**config.mk**
```make
export PLATFORM = sky130hd
export DESIGN_NAME = rdc_mode_ctrl
export DESIGN_NICKNAME = d
export VERILOG_FILES = /design/src/verilog/rdc_pkg.sv /design/src/verilog/rdc_chan_mux.sv /design/src/verilog/rdc_mode_ctrl.sv
export SDC_FILE = /design/constraint.sdc
export NUM_CORES = 1
export LEC_CHECK = 0
export BUFFER_PORTS_ARGS = -buffer_cell sky130_fd_sc_hd__buf_4
export CORE_UTILIZATION = 30
export DETAILED_ROUTE_END_ITERATION = 8
export SYNTH_ARGS = -nofsm -noshare
export SYNTH_HDL_FRONTEND = slang
export SYNTH_SLANG_ARGS = --single-unit
```
**constraint.sdc**
```tcl
create_clock -name sys_clk -period 5.9 [get_ports sys_clk]
set_input_delay 0.295 -clock sys_clk [delete_from_list [all_inputs] [get_ports sys_clk]]
set_output_delay 0.295 -clock sys_clk [all_outputs]
set_load 0.05 [all_outputs]
```
**src/verilog/rdc_pkg.sv**
```systemverilog
// Constants, types and helpers for the redriver configuration control.
// Assumes one clock (sys_clk) and strap and I2C pins already synchronous to it.
// What this block does
// - Cable absent high forces low-power mode
// - Cable absent low enables normal operation
// - Select high: I2C slave, settings from registers
// - Select low: pin mode, settings from straps
// - Pin mode: boost strap drives every channel
// - I2C mode: boost straps form slave address bits
// - Pin mode: swing strap drives every channel
// - Pin mode: low gain strap is gain bit0
// - Pin mode: shared pin is gain bit1
// - I2C mode: shared pin low resets registers
// - Gain codes decode to -3.5/-1.5/0.5/2.5 dB
package rdc_pkg;

  // Channel count and I2C framing
  localparam int          NUM_CHAN      = 4;
  localparam int          NUM_REGS      = 7;
  localparam logic [2:0]  I2C_ADDR_HI   = 3'h7;
  localparam logic [3:0]  BITS_PER_BYTE = 4'h8;

  // Register indices
  localparam logic [7:0]  REG_PWR_DOWN  = 8'h02;
  localparam logic [7:0]  REG_CHAN0     = 8'h03;

  // Field positions inside a channel byte and the power-down byte
  localparam int          FLD_BOOST_LSB = 4;
  localparam int          FLD_GAIN_LSB  = 2;
  localparam int          FLD_SWING_LSB = 0;
  localparam int          FLD_PD_LSB    = 4;

  // Register reset value
  localparam logic [7:0]  REG_RESET     = 8'h00;

  // Flat gain in tenths of a dB per code
  localparam logic signed [7:0] GAIN_CODE0 = -8'sd35;
  localparam logic signed [7:0] GAIN_CODE1 = -8'sd15;
  localparam logic signed [7:0] GAIN_CODE2 = 8'sd5;
  localparam logic signed [7:0] GAIN_CODE3 = 8'sd25;

  // Strap pin group
  typedef struct packed {
    logic [3:0] boost;
    logic [1:0] swing;
    logic       gainLo;
    logic       gainHi;
  } rdc_strap_t;

  // Settings applied to one analog channel
  typedef struct packed {
    logic [3:0]        boost;
    logic [1:0]        swing;
    logic [1:0]        gainCode;
    logic signed [7:0] gainTenthDb;
    logic              powerDown;
  } rdc_chan_cfg_t;

  // Flat gain code to gain in tenths of a dB
  function automatic logic signed [7:0] rdc_gain_decode(input logic [1:0] code);
    case (code)
      2'h0:    rdc_gain_decode = GAIN_CODE0;
      2'h1:    rdc_gain_decode = GAIN_CODE1;
      2'h2:    rdc_gain_decode = GAIN_CODE2;
      default: rdc_gain_decode = GAIN_CODE3;
    endcase
  endfunction : rdc_gain_decode

endpackage : rdc_pkg
```
**src/verilog/rdc_chan_mux.sv**
```systemverilog
// One channel's setting multiplexer with registered outputs.
// Assumes the parent supplies the mode, low-power state and register byte.
`timescale 1ns/1ps
module rdc_chan_mux
(
  // Clock and reset
  input  wire logic               sys_clk,
  input  wire logic               rst_b,
  // Mode and power
  input  wire logic               hostMode,
  input  wire logic               lowPower,
  input  wire logic               regPowerDown,
  // Setting sources
  input  wire rdc_pkg::rdc_strap_t strap,
  input  wire logic [7:0]         regByte,
  // Channel controls
  output rdc_pkg::rdc_chan_cfg_t  cfg_q
);
  import rdc_pkg::*;

  rdc_chan_cfg_t cfg_d;

  // Select strap or register source
  always_comb
  begin
    cfg_d = '0;
    if (hostMode)
    begin
      cfg_d.boost    = regByte[FLD_BOOST_LSB +: 4];
      cfg_d.swing    = regByte[FLD_SWING_LSB +: 2];
      cfg_d.gainCode = regByte[FLD_GAIN_LSB +: 2];
    end
    else
    begin
      cfg_d.boost    = strap.boost;
      cfg_d.swing    = strap.swing;
      cfg_d.gainCode = {strap.gainHi, strap.gainLo};
    end
    cfg_d.gainTenthDb = rdc_gain_decode(cfg_d.gainCode);
    cfg_d.powerDown   = lowPower | (hostMode & regPowerDown);
  end

  // Output register
  always_ff @(posedge sys_clk)
  begin
    if (!rst_b)
      cfg_q <= '0;
    else
      cfg_q <= cfg_d;
  end

endmodule : rdc_chan_mux

```
**src/verilog/rdc_mode_ctrl.sv**
```systemverilog
// Top of the redriver configuration control: mode select, power state,
// I2C register bank with slave, and the four per-channel multiplexers.
// Assumes SCL and SDA are sampled on sys_clk, far faster than the I2C clock,
// and that the board resolves the open-drain SDA wire from sdaOeN.
`timescale 1ns/1ps
module rdc_mode_ctrl
#(
  parameter int NUM_CH = rdc_pkg::NUM_CHAN
)
(
  // Clock and reset
  input  wire logic                  sys_clk,
  input  wire logic                  rst_b,
  // Mode and power pins
  input  wire logic                  cable_absent,
  input  wire logic                  host_config_select,
  // Strap pins
  input  wire logic [3:0]            boost_strap,
  input  wire logic [1:0]            swing_strap,
  input  wire logic                  gain_strap_lo,
  input  wire logic                  gain_hi_or_reg_default_n,
  // I2C pins
  input  wire logic                  sclIn,
  input  wire logic                  sdaIn,
  output logic                       sdaOut_q,
  output logic                       sdaOeN_q,
  // Status
  output logic                       lowPower_q,
  output logic                       hostMode_q,
  // Channel controls
  output rdc_pkg::rdc_chan_cfg_t     chanCfg [NUM_CH]
);
  import rdc_pkg::*;

  // Slave states
  typedef enum logic [6:0] {
    ST_IDLE  = 7'b000_0001,
    ST_ADDR  = 7'b000_0010,
    ST_AACK  = 7'b000_0100,
    ST_WDATA = 7'b000_1000,
    ST_WACK  = 7'b001_0000,
    ST_RDATA = 7'b010_0000,
    ST_RACK  = 7'b100_0000
  } rdc_state_t;

  rdc_state_t  state_q;
  logic        sclPrev_q;
  logic        sdaPrev_q;
  logic [3:0]  bitCnt_q;
  logic [7:0]  shift_q;
  logic [7:0]  ptr_q;
  logic        readMode_q;
  logic        ptrPhase_q;
  logic [7:0]  regs_q [NUM_REGS];
  logic        regWrEn;
  logic [7:0]  regWrData;
  logic [6:0]  slaveAddr;
  logic        regDefault;
  logic        sclRise;
  logic        sclFall;
  logic        startCond;
  logic        stopCond;
  rdc_strap_t  strap;
  logic [7:0]  rdByte;

  // Register read with reserved bytes reading zero
  function automatic logic [7:0] regRead(input logic [7:0] idx);
    if (idx >= REG_PWR_DOWN && idx < 8'(NUM_REGS))
      regRead = regs_q[idx[2:0]];
    else
      regRead = 8'h00;
  endfunction : regRead

  // Byte at the pointer, loaded when a read starts
  assign rdByte = regRead(ptr_q);

  // Strap grouping and slave address
  assign strap.boost  = boost_strap;
  assign strap.swing  = swing_strap;
  assign strap.gainLo = gain_strap_lo;
  assign strap.gainHi = gain_hi_or_reg_default_n;
  assign slaveAddr    = {I2C_ADDR_HI, boost_strap};

  // Register default request from the shared pin in I2C mode
  assign regDefault = host_config_select & ~gain_hi_or_reg_default_n;

  // Bus condition detection from the previous pin samples
  assign sclRise   = sclIn & ~sclPrev_q;
  assign sclFall   = ~sclIn & sclPrev_q;
  assign startCond = sclIn & sclPrev_q & sdaPrev_q & ~sdaIn;
  assign stopCond  = sclIn & sclPrev_q & ~sdaPrev_q & sdaIn;

  // Pin history
  always_ff @(posedge sys_clk)
  begin
    if (!rst_b)
    begin
      sclPrev_q <= 1'b1;
      sdaPrev_q <= 1'b1;
    end
    else
    begin
      sclPrev_q <= sclIn;
      sdaPrev_q <= sdaIn;
    end
  end

  // Mode and power status
  always_ff @(posedge sys_clk)
  begin
    if (!rst_b)
    begin
      lowPower_q <= 1'b1;
      hostMode_q <= 1'b0;
    end
    else
    begin
      lowPower_q <= cable_absent;
      hostMode_q <= host_config_select;
    end
  end

  // Write strobe when a data byte completes on the falling clock
  always_comb
  begin
    regWrEn   = 1'b0;
    regWrData = shift_q;
    if (state_q == ST_WDATA && sclFall && bitCnt_q == BITS_PER_BYTE && !ptrPhase_q)
      regWrEn = host_config_select & ~stopCond;
  end

  // Slave sequencing
  always_ff @(posedge sys_clk)
  begin
    if (!rst_b || !host_config_select)
    begin
      state_q    <= ST_IDLE;
      bitCnt_q   <= 4'h0;
      shift_q    <= 8'h00;
      readMode_q <= 1'b0;
      ptrPhase_q <= 1'b0;
      sdaOeN_q   <= 1'b1;
    end
    else if (startCond)
    begin
      state_q  <= ST_ADDR;
      bitCnt_q <= 4'h0;
      sdaOeN_q <= 1'b1;
    end
    else if (stopCond)
    begin
      state_q  <= ST_IDLE;
      sdaOeN_q <= 1'b1;
    end
    else
    begin
      case (state_q)
        ST_IDLE:
        begin
          sdaOeN_q <= 1'b1;
        end
        ST_ADDR, ST_WDATA:
        begin
          if (sclRise && bitCnt_q < BITS_PER_BYTE)
          begin
            shift_q  <= {shift_q[6:0], sdaIn};
            bitCnt_q <= bitCnt_q + 4'h1;
          end
          else if (sclFall && bitCnt_q == BITS_PER_BYTE)
          begin
            if (state_q == ST_WDATA)
            begin
              ptrPhase_q <= 1'b0;
              state_q    <= ST_WACK;
              sdaOeN_q   <= 1'b0;  // Acknowledge the data byte
            end
            else if (shift_q[7:1] == slaveAddr)
            begin
              readMode_q <= shift_q[0];
              state_q    <= ST_AACK;
              sdaOeN_q   <= 1'b0;  // Acknowledge own address
            end
            else
              state_q <= ST_IDLE;
          end
        end
        ST_AACK:
        begin
          if (sclFall)
          begin
            bitCnt_q <= 4'h0;
            if (readMode_q)
            begin
              shift_q  <= rdByte;
              sdaOeN_q <= rdByte[7];
              state_q  <= ST_RDATA;
            end
            else
            begin
              ptrPhase_q <= 1'b1;
              sdaOeN_q   <= 1'b1;
              state_q    <= ST_WDATA;
            end
          end
        end
        ST_WACK:
        begin
          if (sclFall)
          begin
            bitCnt_q <= 4'h0;
            sdaOeN_q <= 1'b1;
            state_q  <= ST_WDATA;
          end
        end
        ST_RDATA:
        begin
          if (sclRise)
            bitCnt_q <= bitCnt_q + 4'h1;
          else if (sclFall)
          begin
            if (bitCnt_q == BITS_PER_BYTE)
            begin
              sdaOeN_q <= 1'b1;  // Release for the master's acknowledge
              state_q  <= ST_RACK;
            end
            else
              sdaOeN_q <= shift_q[3'(4'h7 - bitCnt_q)];
          end
        end
        ST_RACK:
        begin
          if (sclRise)
          begin
            bitCnt_q <= 4'h0;
            if (sdaIn)
              state_q <= ST_IDLE;  // Master ended the read
            else
            begin
              shift_q <= regRead(ptr_q);
              state_q <= ST_RDATA;
            end
          end
        end
        default:
        begin
          state_q  <= ST_IDLE;
          sdaOeN_q <= 1'b1;
        end
      endcase
    end
  end

  // Register pointer: loaded by the first written byte, stepped per data byte
  always_ff @(posedge sys_clk)
  begin
    if (!rst_b)
      ptr_q <= 8'h00;
    else if (state_q == ST_WDATA && sclFall && bitCnt_q == BITS_PER_BYTE)
      ptr_q <= ptrPhase_q ? shift_q : ptr_q + 8'h01;
    else if (state_q == ST_RDATA && sclFall && bitCnt_q == BITS_PER_BYTE)
      ptr_q <= ptr_q + 8'h01;
  end

  // Open-drain data only ever drives low
  always_ff @(posedge sys_clk)
  begin
    if (!rst_b)
      sdaOut_q <= 1'b0;
    else
      sdaOut_q <= 1'b0;
  end

  // Register bank; default request wins over a write
  generate
    for (genvar r = 0; r < NUM_REGS; r++)
    begin : g_reg
      always_ff @(posedge sys_clk)
      begin
        if (!rst_b || regDefault)
          regs_q[r] <= REG_RESET;
        else if (regWrEn && ptr_q == 8'(r) && ptr_q >= REG_PWR_DOWN)
          regs_q[r] <= regWrData;
      end
    end
  endgenerate

  // Per-channel setting multiplexers
  generate
    for (genvar c = 0; c < NUM_CH; c++)
    begin : g_chan
      rdc_chan_mux u_mux
      (
        .sys_clk      (sys_clk),
        .rst_b        (rst_b),
        .hostMode     (host_config_select),
        .lowPower     (cable_absent),
        .regPowerDown (regs_q[REG_PWR_DOWN[2:0]][FLD_PD_LSB + c]),
        .strap        (strap),
        .regByte      (regs_q[3'(REG_CHAN0[2:0] + 3'(c))]),
        .cfg_q        (chanCfg[c])
      );
    end
  endgenerate

endmodule : rdc_mode_ctrl

```
# Yosys cells after proc, flatten, opt, wreduce, memory -nomap -nowiden
# Memory sizes are Yosys's and may differ from the RTL's. A register that Yosys moved wholly into a read port is not among the register bits.
# Index checks and enable logic that the tools add are counted.
# W data, S select, Z words.
# word_totals
ramBits,56
input_bits,14
output_inout_bits,72
mem_count,1
reg_bits,102
# classes
magnitude_cmp,4
mux,90
bitwise_logic,35
eq_ne,48
add_sub_neg,3
n_reduce_logical,47
# mem_list
memory,words,word_bits,read_ports,rd_clocked_by_memory_dff,write_ports,line_no,text
regs_q,7,8,6,1,7,rdc_mode_ctrl.sv:54,logic [7:0] regs_q [NUM_REGS];
# ops
operator,count
$mux W8,20
$pmux W8 S3,5
$mux W7,8
$pmux W7 S6,1
$mux W1,40
$ne A4 B4 Y1 const B,8
$ne A2 B2 Y1 const B,14
$eq A8 B3 Y1 const B,3
$reduce_and A8 Y1,3
$logic_and A1 B1 Y1,22
$reduce_and A9 Y1,2
$eq A8 B2 Y1 const B,2
$mux W4,4
$pmux W4 S4,1
$and A1 B1 Y1,13
$mux W6,2
$not A1 Y1,11
$or A1 B1 Y1,11
$mux W3,3
$add A8 B1 Y8 const B,1
$eq A2 B1 Y1 const B,4
$eq A2 B2 Y1 const B,4
$eq A8 B1 Y1 const B,1
$ge A8 B2 Y1 const B,1
other kinds (32),43

# Logic depth before layout (Yosys ltp)
# Gate-level depths: netlist of the first run.
# logic_depth
depth_word,12
mapped_depth,10
depth_no_buf,8

# By module
# From an unflattened synthesis of the first run, not the netlist that was laid out.
# hier_totals
hier_cells,679
hier_area_um2,7349.5
# by_module_without_submodules
mod,cells_each,n_inst,seq_area_each_um2,area_per_inst_um2
rdc_mode_ctrl,491,1,2422.3,5092.4
rdc_chan_mux,47,4,300.3,564.3

# Worst setup path before layout of the first run
# Ideal clock, no wire load.
# synth_path
path_type,register -> register
start,register state_q[4]
end,"memory regs_q[0][0], enable pin"
setup_time_ps,384
setup_slack_ps,3229
arrival_time_ps,2287
stages_incl_launch_ff,7
path_cell_list,dfxtp_1 > buf_4 > or3_4 > buf_6 > nor4_2 > nand4_2 > o21ai_0
# synth_rtl
item,line_no,text
from (decl),rdc_mode_ctrl.sv:46,rdc_state_t state_q;
from (signal assigned),rdc_mode_ctrl.sv:137,state_q <= ST_IDLE;
from (signal assigned),rdc_mode_ctrl.sv:146,state_q <= ST_ADDR;
from (signal assigned),rdc_mode_ctrl.sv:152,state_q <= ST_IDLE;
to (decl),rdc_mode_ctrl.sv:54,

==> qor.yml, run 1 <==
outcome: "finished, final reports clean"
netlist.area_leader.share_pct: 26.5
grt_setup_unrepaired: "false"
crit_chain: "or3_4 -> nor4_2 -> nand4_2 -> o21ai_0"
fin_crit_sh_pct: 54.2
grt_max_degree: 72
drc: 0
drive_gt1_share_pct: 18.7
hold_class: "primary input to register"
routed_wirelength_um: 17700
grt-busiest-layer: "met2"
fin_skew_ns: 0.00490
core-area_um2: 22900
startpoint: "state_q[0]$_SDFFE_PP1P_"
place_hpwl_um: 12300
grt_use_met2_pct: 25.1
rrSetupSlack_ns: 2.70
setup-violations-final: 0
avgSynthCellArea_um2: 10.2
drt-pass1-iter-count: 4
yosysSeqAreaShare_pct: 50.1
die_w_um: 156
cts.sinks: 150
die_area_um2: 24300
die_y_um: 156
vias: 5216
grt_pass1_vias: 4855
maxSlewHeadroom_pct: 17.3
reg2reg_depth: 4
criticalPathCategory: "register to register"
p_seq_share_pct: 47.4
yosys_warnings: 0
ys_async_sr_fraction_pct: 0
synth_seq_cells: 150
crit_arrival_ns: 3.23
cts.repair.resized: 0
gr-usage-met3_pct: 2.89
ys_types: 70
initial_core_util_pct: 31.0
cellLeakagePower_nw: 3.19
clockBufferDepth: 2
power_density_nw_per_um2: 290
ant_nets: 0
power_frac_clock_pct: 41.3
crit_buf_inv: 0
design_area_um2: 8380
r2r-end: "regs_q[3][2]$_SDFFCE_PN0P_"
synth_flop_cell: "dfxtp_1"
grt_overflow: 0
cpLargestDelayFamily: "simple AND/OR/NAND/NOR gates"
internal_power_mw: 1.80
reg2reg_from: "state_q[0]$_SDFFE_PP1P_"
synth_edf_count: 56
switching_power_uw: 632
cp.required_ns: 5.93
htree_levels: 4
pwr-share-comb_pct: 11.2
drt_iter0_markers: 308
cts_setup_buffers: 0
max_freq_mhz: 312
vias_per_cell: 4.87
worst_pin_slew_ns: 1.23
p_sw_share_pct: 25.9
ir_worst_vdd_mv: 0.228
finalHoldViolations: 0
root_buffer: "clkbuf_16"
area_delta_synth_final_pct: 18.0
cp-end-kind: "register"
whs_path_depth: 2
period_needed_ns: 3.20
port_buffers: 80
place.gp.congestion: 0.855
insertion_delay_ns: 0.42
cts_hold_buf: 0
worstPathMaxFanout: 10
hold_start: "cable_absent"
final_cells: 1071
dp.cells: 1039
cap_viol_max_count: 0
tns_ns: 0
rows: 55
slowest_delay_ns: 1.06
synth.cell_area_um2: 7110
maxSlewViolCount: 0
synthCells: 695
cts_tree: "done"
place_area_um2: 7830
nets: 772
synth_area_leaders: "dfxtp_1 26%, edfxtp_1 24%, and2_1 6.6%"
grt_util_met1_pct: 19.5
num-fill-cells: 2222
wl_per_cell_um: 16.5
grt_pass1_wl_um: 27500
track_usage_pct: 15.1
cp_slowest_cell: "o21ai_0"
min_delay_worst_endpoint: "lowPower_q$_SDFF_PN1_"
num_antenna_cells: 0
cts_buffers: 17
antenna_found_initial: 0
synth_area_leader_cell: "dfxtp_1"
clk_pin_slew_ns: 0.06
pin_count: 86
startpoint_type: "register"
==> per-layer routing <==
layer  share of wire [%]  wire (um)  vias up
li1                    -          -     2525
met1                  45       7940     2484
met2                  48       8460      192
met3                 6.0       1060       15
met4                 1.2        218        0
met5                   0          0        -
==> registers in the layout, summed over array words and instances (netlist names), named ones only <==
name and count:
lowPower_q 1, g_chan.u_mux.cfg_q 57, sdaOeN_q 1, state_q 7, bitCnt_q 4, sclPrev_q 1
ptrPhase_q 1, regWrData 8, regs_q 56, ptr_q 8, readMode_q 1, hostMode_q 1
sdaPrev_q 1
==> worst register-to-register path: cells and delay by family, from the launching register on <==
family	cells	cell delay, ns
AND/OR/NAND/NOR	3	1.37
AO/OA/AOI/OAI	1	1.07
flip-flops	1	0.38
==> cell usage after synthesis (all sizes together), types with 4 or more instances <==
library cell  count
nor4              6
a31oi             4
nand2            71
ha               13
o21a              6
nor3             15
or3               5
mux2i            24
nand3b            4
nand3            16
dfxtp            94
nor2b            21
nor3b             5
edfxtp           56
o211ai            4
nand4             5
nand2b            6
or4               4
o21ai            27
clkbuf           23
a21oi            33
and2             75
xnor2             6
nor2             34
mux4             10
a211oi            5
inv              18
buf              31
a21boi           27
and3              8
==> layout make-up <==
class                   instances  area (um^2)  share of cell area [%]
clock buffers                  25          508                    6.06
clock inverters                 7         43.8                   0.522
multi-input cells             476         3200                    38.1
well taps                     313          392                    4.67
inverters                      19         71.3                   0.851
flip-flops and latches        150         3560                    42.5
repair buffers                 81          608                    7.25
==> layout by cell type, fill, tap and decap left out, types with 4 or more instances in the layout <==
master / instances
dfxtp_1: 94
nand2b_1: 5
o21ai_0: 26
nor2_1: 33
a21boi_0: 27
clkbuf_1: 5
nand3b_1: 4
mux4_2: 10
ha_1: 13
nor3_1: 11
nor3_2: 4
or3_1: 4
nor3b_1: 5
and2_1: 75
mux2i_1: 24
conb_1: 5
o21a_1: 6
edfxtp_1: 56
nand3_1: 16
buf_4: 81
a211oi_2: 4
nor2b_1: 21
and3_1: 8
a21oi_1: 33
nand2_1: 71
inv_1: 18
clkbuf_16: 19
nor4_1: 5
xnor2_1: 6
nand4_1: 4
==> how the worst max path moves through the flow <==
stage | cells after the start | slack [ns] | to
floorplan | 6 | 3.23 | regs_q[0][0]$_SDFFCE_PN0P_
global placement | 4 | 2.81 | regs_q[3][1]$_SDFFCE_PN0P_
detailed placement | 4 | 2.70 | regs_q[3][2]$_SDFFCE_PN0P_
CTS | 4 | 2.68 | regs_q[3][2]$_SDFFCE_PN0P_
global route | 4 | 2.43 | regs_q[3][2]$_SDFFCE_PN0P_
finish | 4 | 2.70 | regs_q[3][2]$_SDFFCE_PN0P_
==> cells by family after synthesis <==
group           share of synthesized area (%)
flops                                    50.1
xor+xnor                                 1.11
simple gates                             22.1
compound gates                           12.5
other cells                            0.0528
mux                                      6.71
fa+ha+maj                                2.29
buf+inv                                  5.16
==> per-stage QoR <==
stage | power, mW | hold WS [ns] | worst slack (ns) | utilization [%]
final | 2.44 | 0.108 | 2.70 | 36.6
after global placement | 1.45 | 0.500 | 2.81 | 34.2
after CTS | 2.46 | 0.0903 | 2.68 | 36.6
after detailed placement | 1.45 | 0.510 | 2.70 | 34.2
after floorplan | 1.37 | 0.323 | 3.23 | -
after global routing | 2.52 | 0.0995 | 2.43 | 36.6
==> power groups by stage <==
stage               logic (mW)  registers (mW)  clock network, mW
global route             0.290            1.16               1.07
floorplan                0.104            1.26                  0
finish                   0.273            1.16               1.01
global placement         0.274            1.18                  0
CTS                      0.276            1.16               1.02
detailed placement       0.275            1.18                  0
Power figures use the tool's default switching activity.
==> run 2, diff against run 1 <==
clock period = 3.4 ns   (was 5.9 ns; I/O delays follow)
==> run 2 against run 1 <==
Net effect: combinational power is 78% higher; routed wire length is 0.55% higher; clock power is 76% higher; highest routed layer unchanged; die area stayed put; critical endpoint is now state_q[0]$_SDFFE_PP1P_.
==> qor.yml, run 2 (synthesized netlist as in run 1, its figures left out) <==
outcome: "finished, final reports clean"
cts_buffers: 17  # unchanged
root_buffer: "clkbuf_16"
num_antenna_cells: 0  # unchanged
whs_ns: 0.0933  # -0.0145 ns
antenna_found_initial: 0  # unchanged
power_density_nw_per_um2: 503  # +73%
vias_per_cell: 4.78  # -1.9%
clockBufferDepth: 2  # unchanged
insertion_delay_ns: 0.42  # about the same
tns_ns: 0  # unchanged
grt_max_degree: 72  # unchanged
cp_slowest_cell: "nor4_1"
drc: 0  # unchanged
mostFrequentLayoutCell: "dfxtp_1"
die_w_um: 156  # unchanged
cellLeakagePower_nw: 3.25  # +2.0%
pin_count: 86  # unchanged
maxSlewViolCount: 0  # unchanged
reg2reg_from: "state_q[2]$_SDFFE_PP0P_"
max_freq_mhz: 354  # +13%
largest_reg_flops: 57  # unchanged
port_buffers: 80  # unchanged
cts_setup_buffers: 0  # unchanged
routed_wirelength_um: 17800  # +0.55%
final_cell_mix: "94 x dfxtp_1, 90 x buf_4, 75 x and2_1"
fin_crit_sh_pct: 83.0  # +29 points
finalHoldViolations: 0  # unchanged
drt_iter0_markers: 316  # +2.6%
vias: 5176  # -0.77%
criticalPathCategory: "register to register"
drt-pass1-iter-count: 5  # +1
core-area_um2: 22900  # unchanged
fin_skew_ns: 0.00778  # +0.00287 ns
grt_pass1_vias: 4784  # -1.5%
dp.cells: 1048  # +0.87%
period_needed_ns: 2.82  # -0.377 ns
drive_gt1_share_pct: 19.9  # +1.1 points
cp-end-kind: "register"
die_y_um: 156  # unchanged
reg.largest.list: "g_chan.u_mux.cfg_q (57), regs_q (56)"
die_area_um2: 24300  # unchanged
top_register: "g_chan.u_mux.cfg_q"
clk_pin_slew_ns: 0.06  # about the same
slowest_delay_ns: 0.90  # -0.16 ns
startpoint_type: "register"
grt_setup_unrepaired: "false"
setup-violations-final: 0  # unchanged
crit_chain: "nor4_1 -> nand3_1 -> o211ai_2 -> a211o_1 -> a211oi_1 -> a311o_1"
cts.sinks: 150  # unchanged
whs_path_depth: 3  # +1
wl_per_cell_um: 16.4  # -0.56%
grt_pass1_wl_um: 27600  # +0.48%
reg2reg_depth: 6  # +2
htree_levels: 4  # unchanged
r2r-end: "state_q[0]$_SDFFE_PP1P_"
rrSetupSlack_ns: 0.58  # -2.12 ns
track_usage_pct: 15.2  # +0.15 points
cts_tree: "done"
ir_worst_vdd_mv: 0.352  # +55%
crit_arrival_ns: 3.13  # -0.10 ns
rows: 55  # unchanged
cap_viol_max_count: 0  # unchanged
num-fill-cells: 2264  # +1.9%
place_hpwl_um: 12300  # about the same
min_delay_worst_endpoint: "g_chan[0].u_mux.cfg_q[11]$_SDFF_PN0_"
area_delta_synth_final_pct: 19.5
maxSlewHeadroom_pct: 32.1  # +15 points
cts.repair.resized: 0  # unchanged
worst_pin_slew_ns: 1.01  # -0.218 ns
nets: 784  # +1.6%
ant_nets: 0  # unchanged
initial_core_util_pct: 31.0  # unchanged
hold_start: "swing_strap[0]"
hold_class: "primary input to register"
final_cells: 1083  # +1.1%
grt_overflow: 0  # unchanged
cp.required_ns: 3.71  # -2.22 ns
worstPathMaxFanout: 16  # +6
place.gp.congestion: 0.844  # -1.3%
-- run 2: how the worst max path moves through the flow --
stage               slack (ns)                          to                      from
finish                    0.58     state_q[0]$_SDFFE_PP1P_   state_q[2]$_SDFFE_PP0P_
global route              0.34     state_q[0]$_SDFFE_PP1P_   state_q[2]$_SDFFE_PP0P_
CTS                       0.58  regs_q[6][6]$_SDFFCE_PN0P_  bitCnt_q[0]$_SDFFE_PP0P_
detailed placement        0.61  regs_q[6][5]$_SDFFCE_PN0P_  bitCnt_q[0]$_SDFFE_PP0P_
global placement          0.69  regs_q[6][4]$_SDFFCE_PN0P_  bitCnt_q[0]$_SDFFE_PP0P_
floorplan                 0.73  regs_q[0][0]$_SDFFCE_PN0P_   state_q[4]$_SDFFE_PP0P_
-- run 2: report_power, final --
part,switching [mW],internal (mW)
clock,0.745,1.04
sequential,0.0444,1.96
combinational,0.342,0.144
total,1.13,3.14
-- run 2: layout make-up --
cell class / count / area [um^2] / area share (%)
sequential: 150 / 3560 / 41.9
clock inverter: 10 / 68.8 / 0.810
inverter: 19 / 71.3 / 0.839
multi-input combinational: 476 / 3200 / 37.6
timing repair buffer: 93 / 706 / 8.31
tap: 313 / 392 / 4.61
clock buffer: 22 / 497 / 5.85
-- run 2: per-stage QoR --
stage / total power, mW / cell area, um^2 / util (%) / setup slack, ns
finish: 4.27 / 8500 / 37.1 / 0.577
global route: 4.41 / 8500 / 37.1 / 0.342
CTS: 4.31 / 8500 / 37.1 / 0.582
detailed placement: 2.53 / 7900 / 34.5 / 0.608
global placement: 2.52 / 7900 / 34.5 / 0.693
floorplan: 2.37 / 7120 / - / 0.729
-- run 2: critical path: cells and delay by family (launching register included) --
| kind | cells | cell delay, ns |
|---|---|---|
| and+or+nand+nor | 2 | 1.22 |
| AOI/OAI and AO/OA | 4 | 1.01 |
| DFF | 1 | 0.48 |
-- run 2: routing by layer --
metal  wire (um)  global-route usage [%]
met1        8020                    20.0
met2        8160                    24.0
met4         544                    7.66
met5           0                       0
met3        1050                    2.64
-- run 2: repair_timing --
action / in CTS / in global routing
hold buffers: 3 / 0
endpoints found under the hold margin: 3 / 0
endpoints found under the setup margin: 0 / 0
==> run 3, diff against run 2 <==
clock period = 2.3 ns   (was 3.4 ns; I/O delays follow)
==> run 3 against run 2 <==
Net effect: non-clock buffer count grew 60; cell count grew 5.5%; worst setup slack lost 0.43 ns; critical path depth grew 1; total power grew 53%; count of clock-buffer cells in the layout shrank 4; clock skew grew 0.0045 ns; flip-flop and latch count is the same; design area grew 7.4%; sequential power grew 47%.
==> qor.yml, run 3 (synthesized netlist as in run 1, its figures left out) <==
die_w_um: 156  # unchanged
die_area_um2: 24300  # unchanged
port_buffers: 80  # unchanged
cts_tree: "done"
grt_setup_unrepaired: "false"
place.gp.congestion: 0.894  # +5.8%
top_register: "g_chan.u_mux.cfg_q"
cp.required_ns: 2.60  # -1.11 ns
fin_crit_sh_pct: 93.7  # +11 points
post-place-ws_ns: 0.0760  # -0.532 ns
setup-violations-final: 0  # unchanged
cellLeakagePower_nw: 3.62  # +11%
vias: 5410  # +4.5%
cp-end-kind: "register"
clockBufferDepth: 2  # unchanged
max_freq_mhz: 464  # +31%
crit_arrival_ns: 2.45  # -0.68 ns
pin_count: 86  # unchanged
antenna_found_initial: 0  # unchanged
initial_core_util_pct: 31.0  # unchanged
mostFrequentLayoutCell: "buf_4"
drt_iter0_markers: 317  # +0.32%
fin_total_pwr_mw: 6.54  # +53%
drc: 0  # unchanged
reg.largest.list: "g_chan.u_mux.cfg_q (57), regs_q (56)"
fin_skew_ns: 0.0122  # +0.00447 ns
insertion_delay_ns: 0.43  # about the same
worstPathMaxFanout: 7  # -9
wl_per_cell_um: 16.1  # -1.9%
worst_pin_slew_ns: 0.552  # -0.457 ns
grt_pass1_wl_um: 28400  # +2.6%
nets: 844  # +7.7%
finalHoldViolations: 0  # unchanged
routed_wirelength_um: 18400  # +3.6%
root_buffer: "clkbuf_16"
cts_buffers: 17  # unchanged
area_delta_synth_final_pct: 28.4
power_density_nw_per_um2: 717  # +43%
core-area_um2: 22900  # unchanged
maxSlewHeadroom_pct: 62.8  # +31 points
ant_nets: 0  # unchanged
die_y_um: 156  # unchanged
clk_pin_slew_ns: 0.06  # about the same
drt-pass1-iter-count: 5  # unchanged
track_usage_pct: 15.5  # +0.28 points
maxSlewViolCount: 0  # unchanged
rows: 55  # unchanged
startpoint_type: "register"
tns_ns: 0  # unchanged
cap_viol_max_count: 0  # unchanged
cts.sinks: 150  # unchanged
outcome: "finished, final reports clean"
vias_per_cell: 4.73  # -0.97%
hold_class: "primary input to register"
fin_ws_ns: 0.145  # -0.432 ns
drive_gt1_share_pct: 26.7  # +6.9 points
period_needed_ns: 2.15  # -0.668 ns
ir_worst_vdd_mv: 0.544  # +54%
criticalPathCategory: "register to register"
htree_levels: 4  # unchanged
place_hpwl_um: 13400  # +8.7%
largest_reg_flops: 57  # unchanged
num_antenna_cells: 0  # unchanged
final_cell_mix: "143 x buf_4, 94 x dfxtp_1, 75 x and2_1"
grt_overflow: 0  # unchanged
grt_pass1_vias: 5035  # +5.2%
grt_max_degree: 59  # -18%
## run 3: cell count changes in the layout (fill, tap and decap cells not counted), sizes merged, moves of 2 or more
cell | before | now
clkinv | 6 | 8
bufinv | 0 | 3
clkbuf | 22 | 18
clkinvlp | 3 | 1
dlygate4sd3 | 3 | 5
buf | 90 | 148
## run 3: layout make-up
class | instances | area, um^2
Multi-Input combinational cell | 476 | 3280
Timing Repair Buffer | 153 | 1210
Tap cell | 313 | 392
Sequential cell | 150 | 3560
Clock buffer | 18 | 429
Clock inverter | 14 | 174
Inverter | 19 | 71.3
Fill cell | 2233 | 13800
## run 3: per-stage QoR
stage          hold slack [ns]  area (um^2)  util, %  std cells
2_1_floorplan            0.143         7180        -        699
3_3_place_gp             0.358         8420     36.7       1104
3_5_place_dp             0.360         8420     36.7       1104
4_1_cts                 0.0117         9070     39.6       1141
5_1_grt                 0.0514         9120     39.8       1143
6_report                0.0212         9120     39.8       1143
## run 3: power breakdown
part / switching, mW / internal [mW]
clock network: 1.12 / 1.72
logic: 0.520 / 0.238
registers: 0.0589 / 2.89
total: 1.70 / 4.85
## run 3: per-layer routing
metal	GRT usage (%)	share of wire (%)
met3	3.00	4.2
met1	20.3	46
met4	5.70	2.2
met5	0	0
met2	25.3	48
## run 3: critical path: stages, from the launching register on
cell and delay [ns]:
dfxtp_1 0.33, or3_4 0.43, or4_4 0.50, o211ai_2 0.21, a211o_1 0.18, buf_4 0.15, mux2i_1 0.18, nor2_1 0.05
## run 3: final timing paths
check / end / cells past startpoint / from / slack [ns]
worst max-delay path: state_q[5]$_SDFFE_PP0P_ / 7 / state_q[0]$_SDFFE_PP1P_ / 0.15
worst min-delay path: g_chan[2].u_mux.cfg_q[11]$_SDFF_PN0_ / 3 / swing_strap[0] / 0.02
worst max register to register: state_q[5]$_SDFFE_PP0P_ / 7 / state_q[0]$_SDFFE_PP1P_ / 0.15
worst min register to register: ptr_q[4]$_SDFFE_PN0N_ / 2 / ptr_q[4]$_SDFFE_PN0N_ / 0.53
## run 3: repair_timing
action,in CTS,in global routing
buffers inserted,0,2
setup endpoints to repair,0,36
hold buffers,5,0
resized for setup,0,8
hold endpoints to repair,7,0
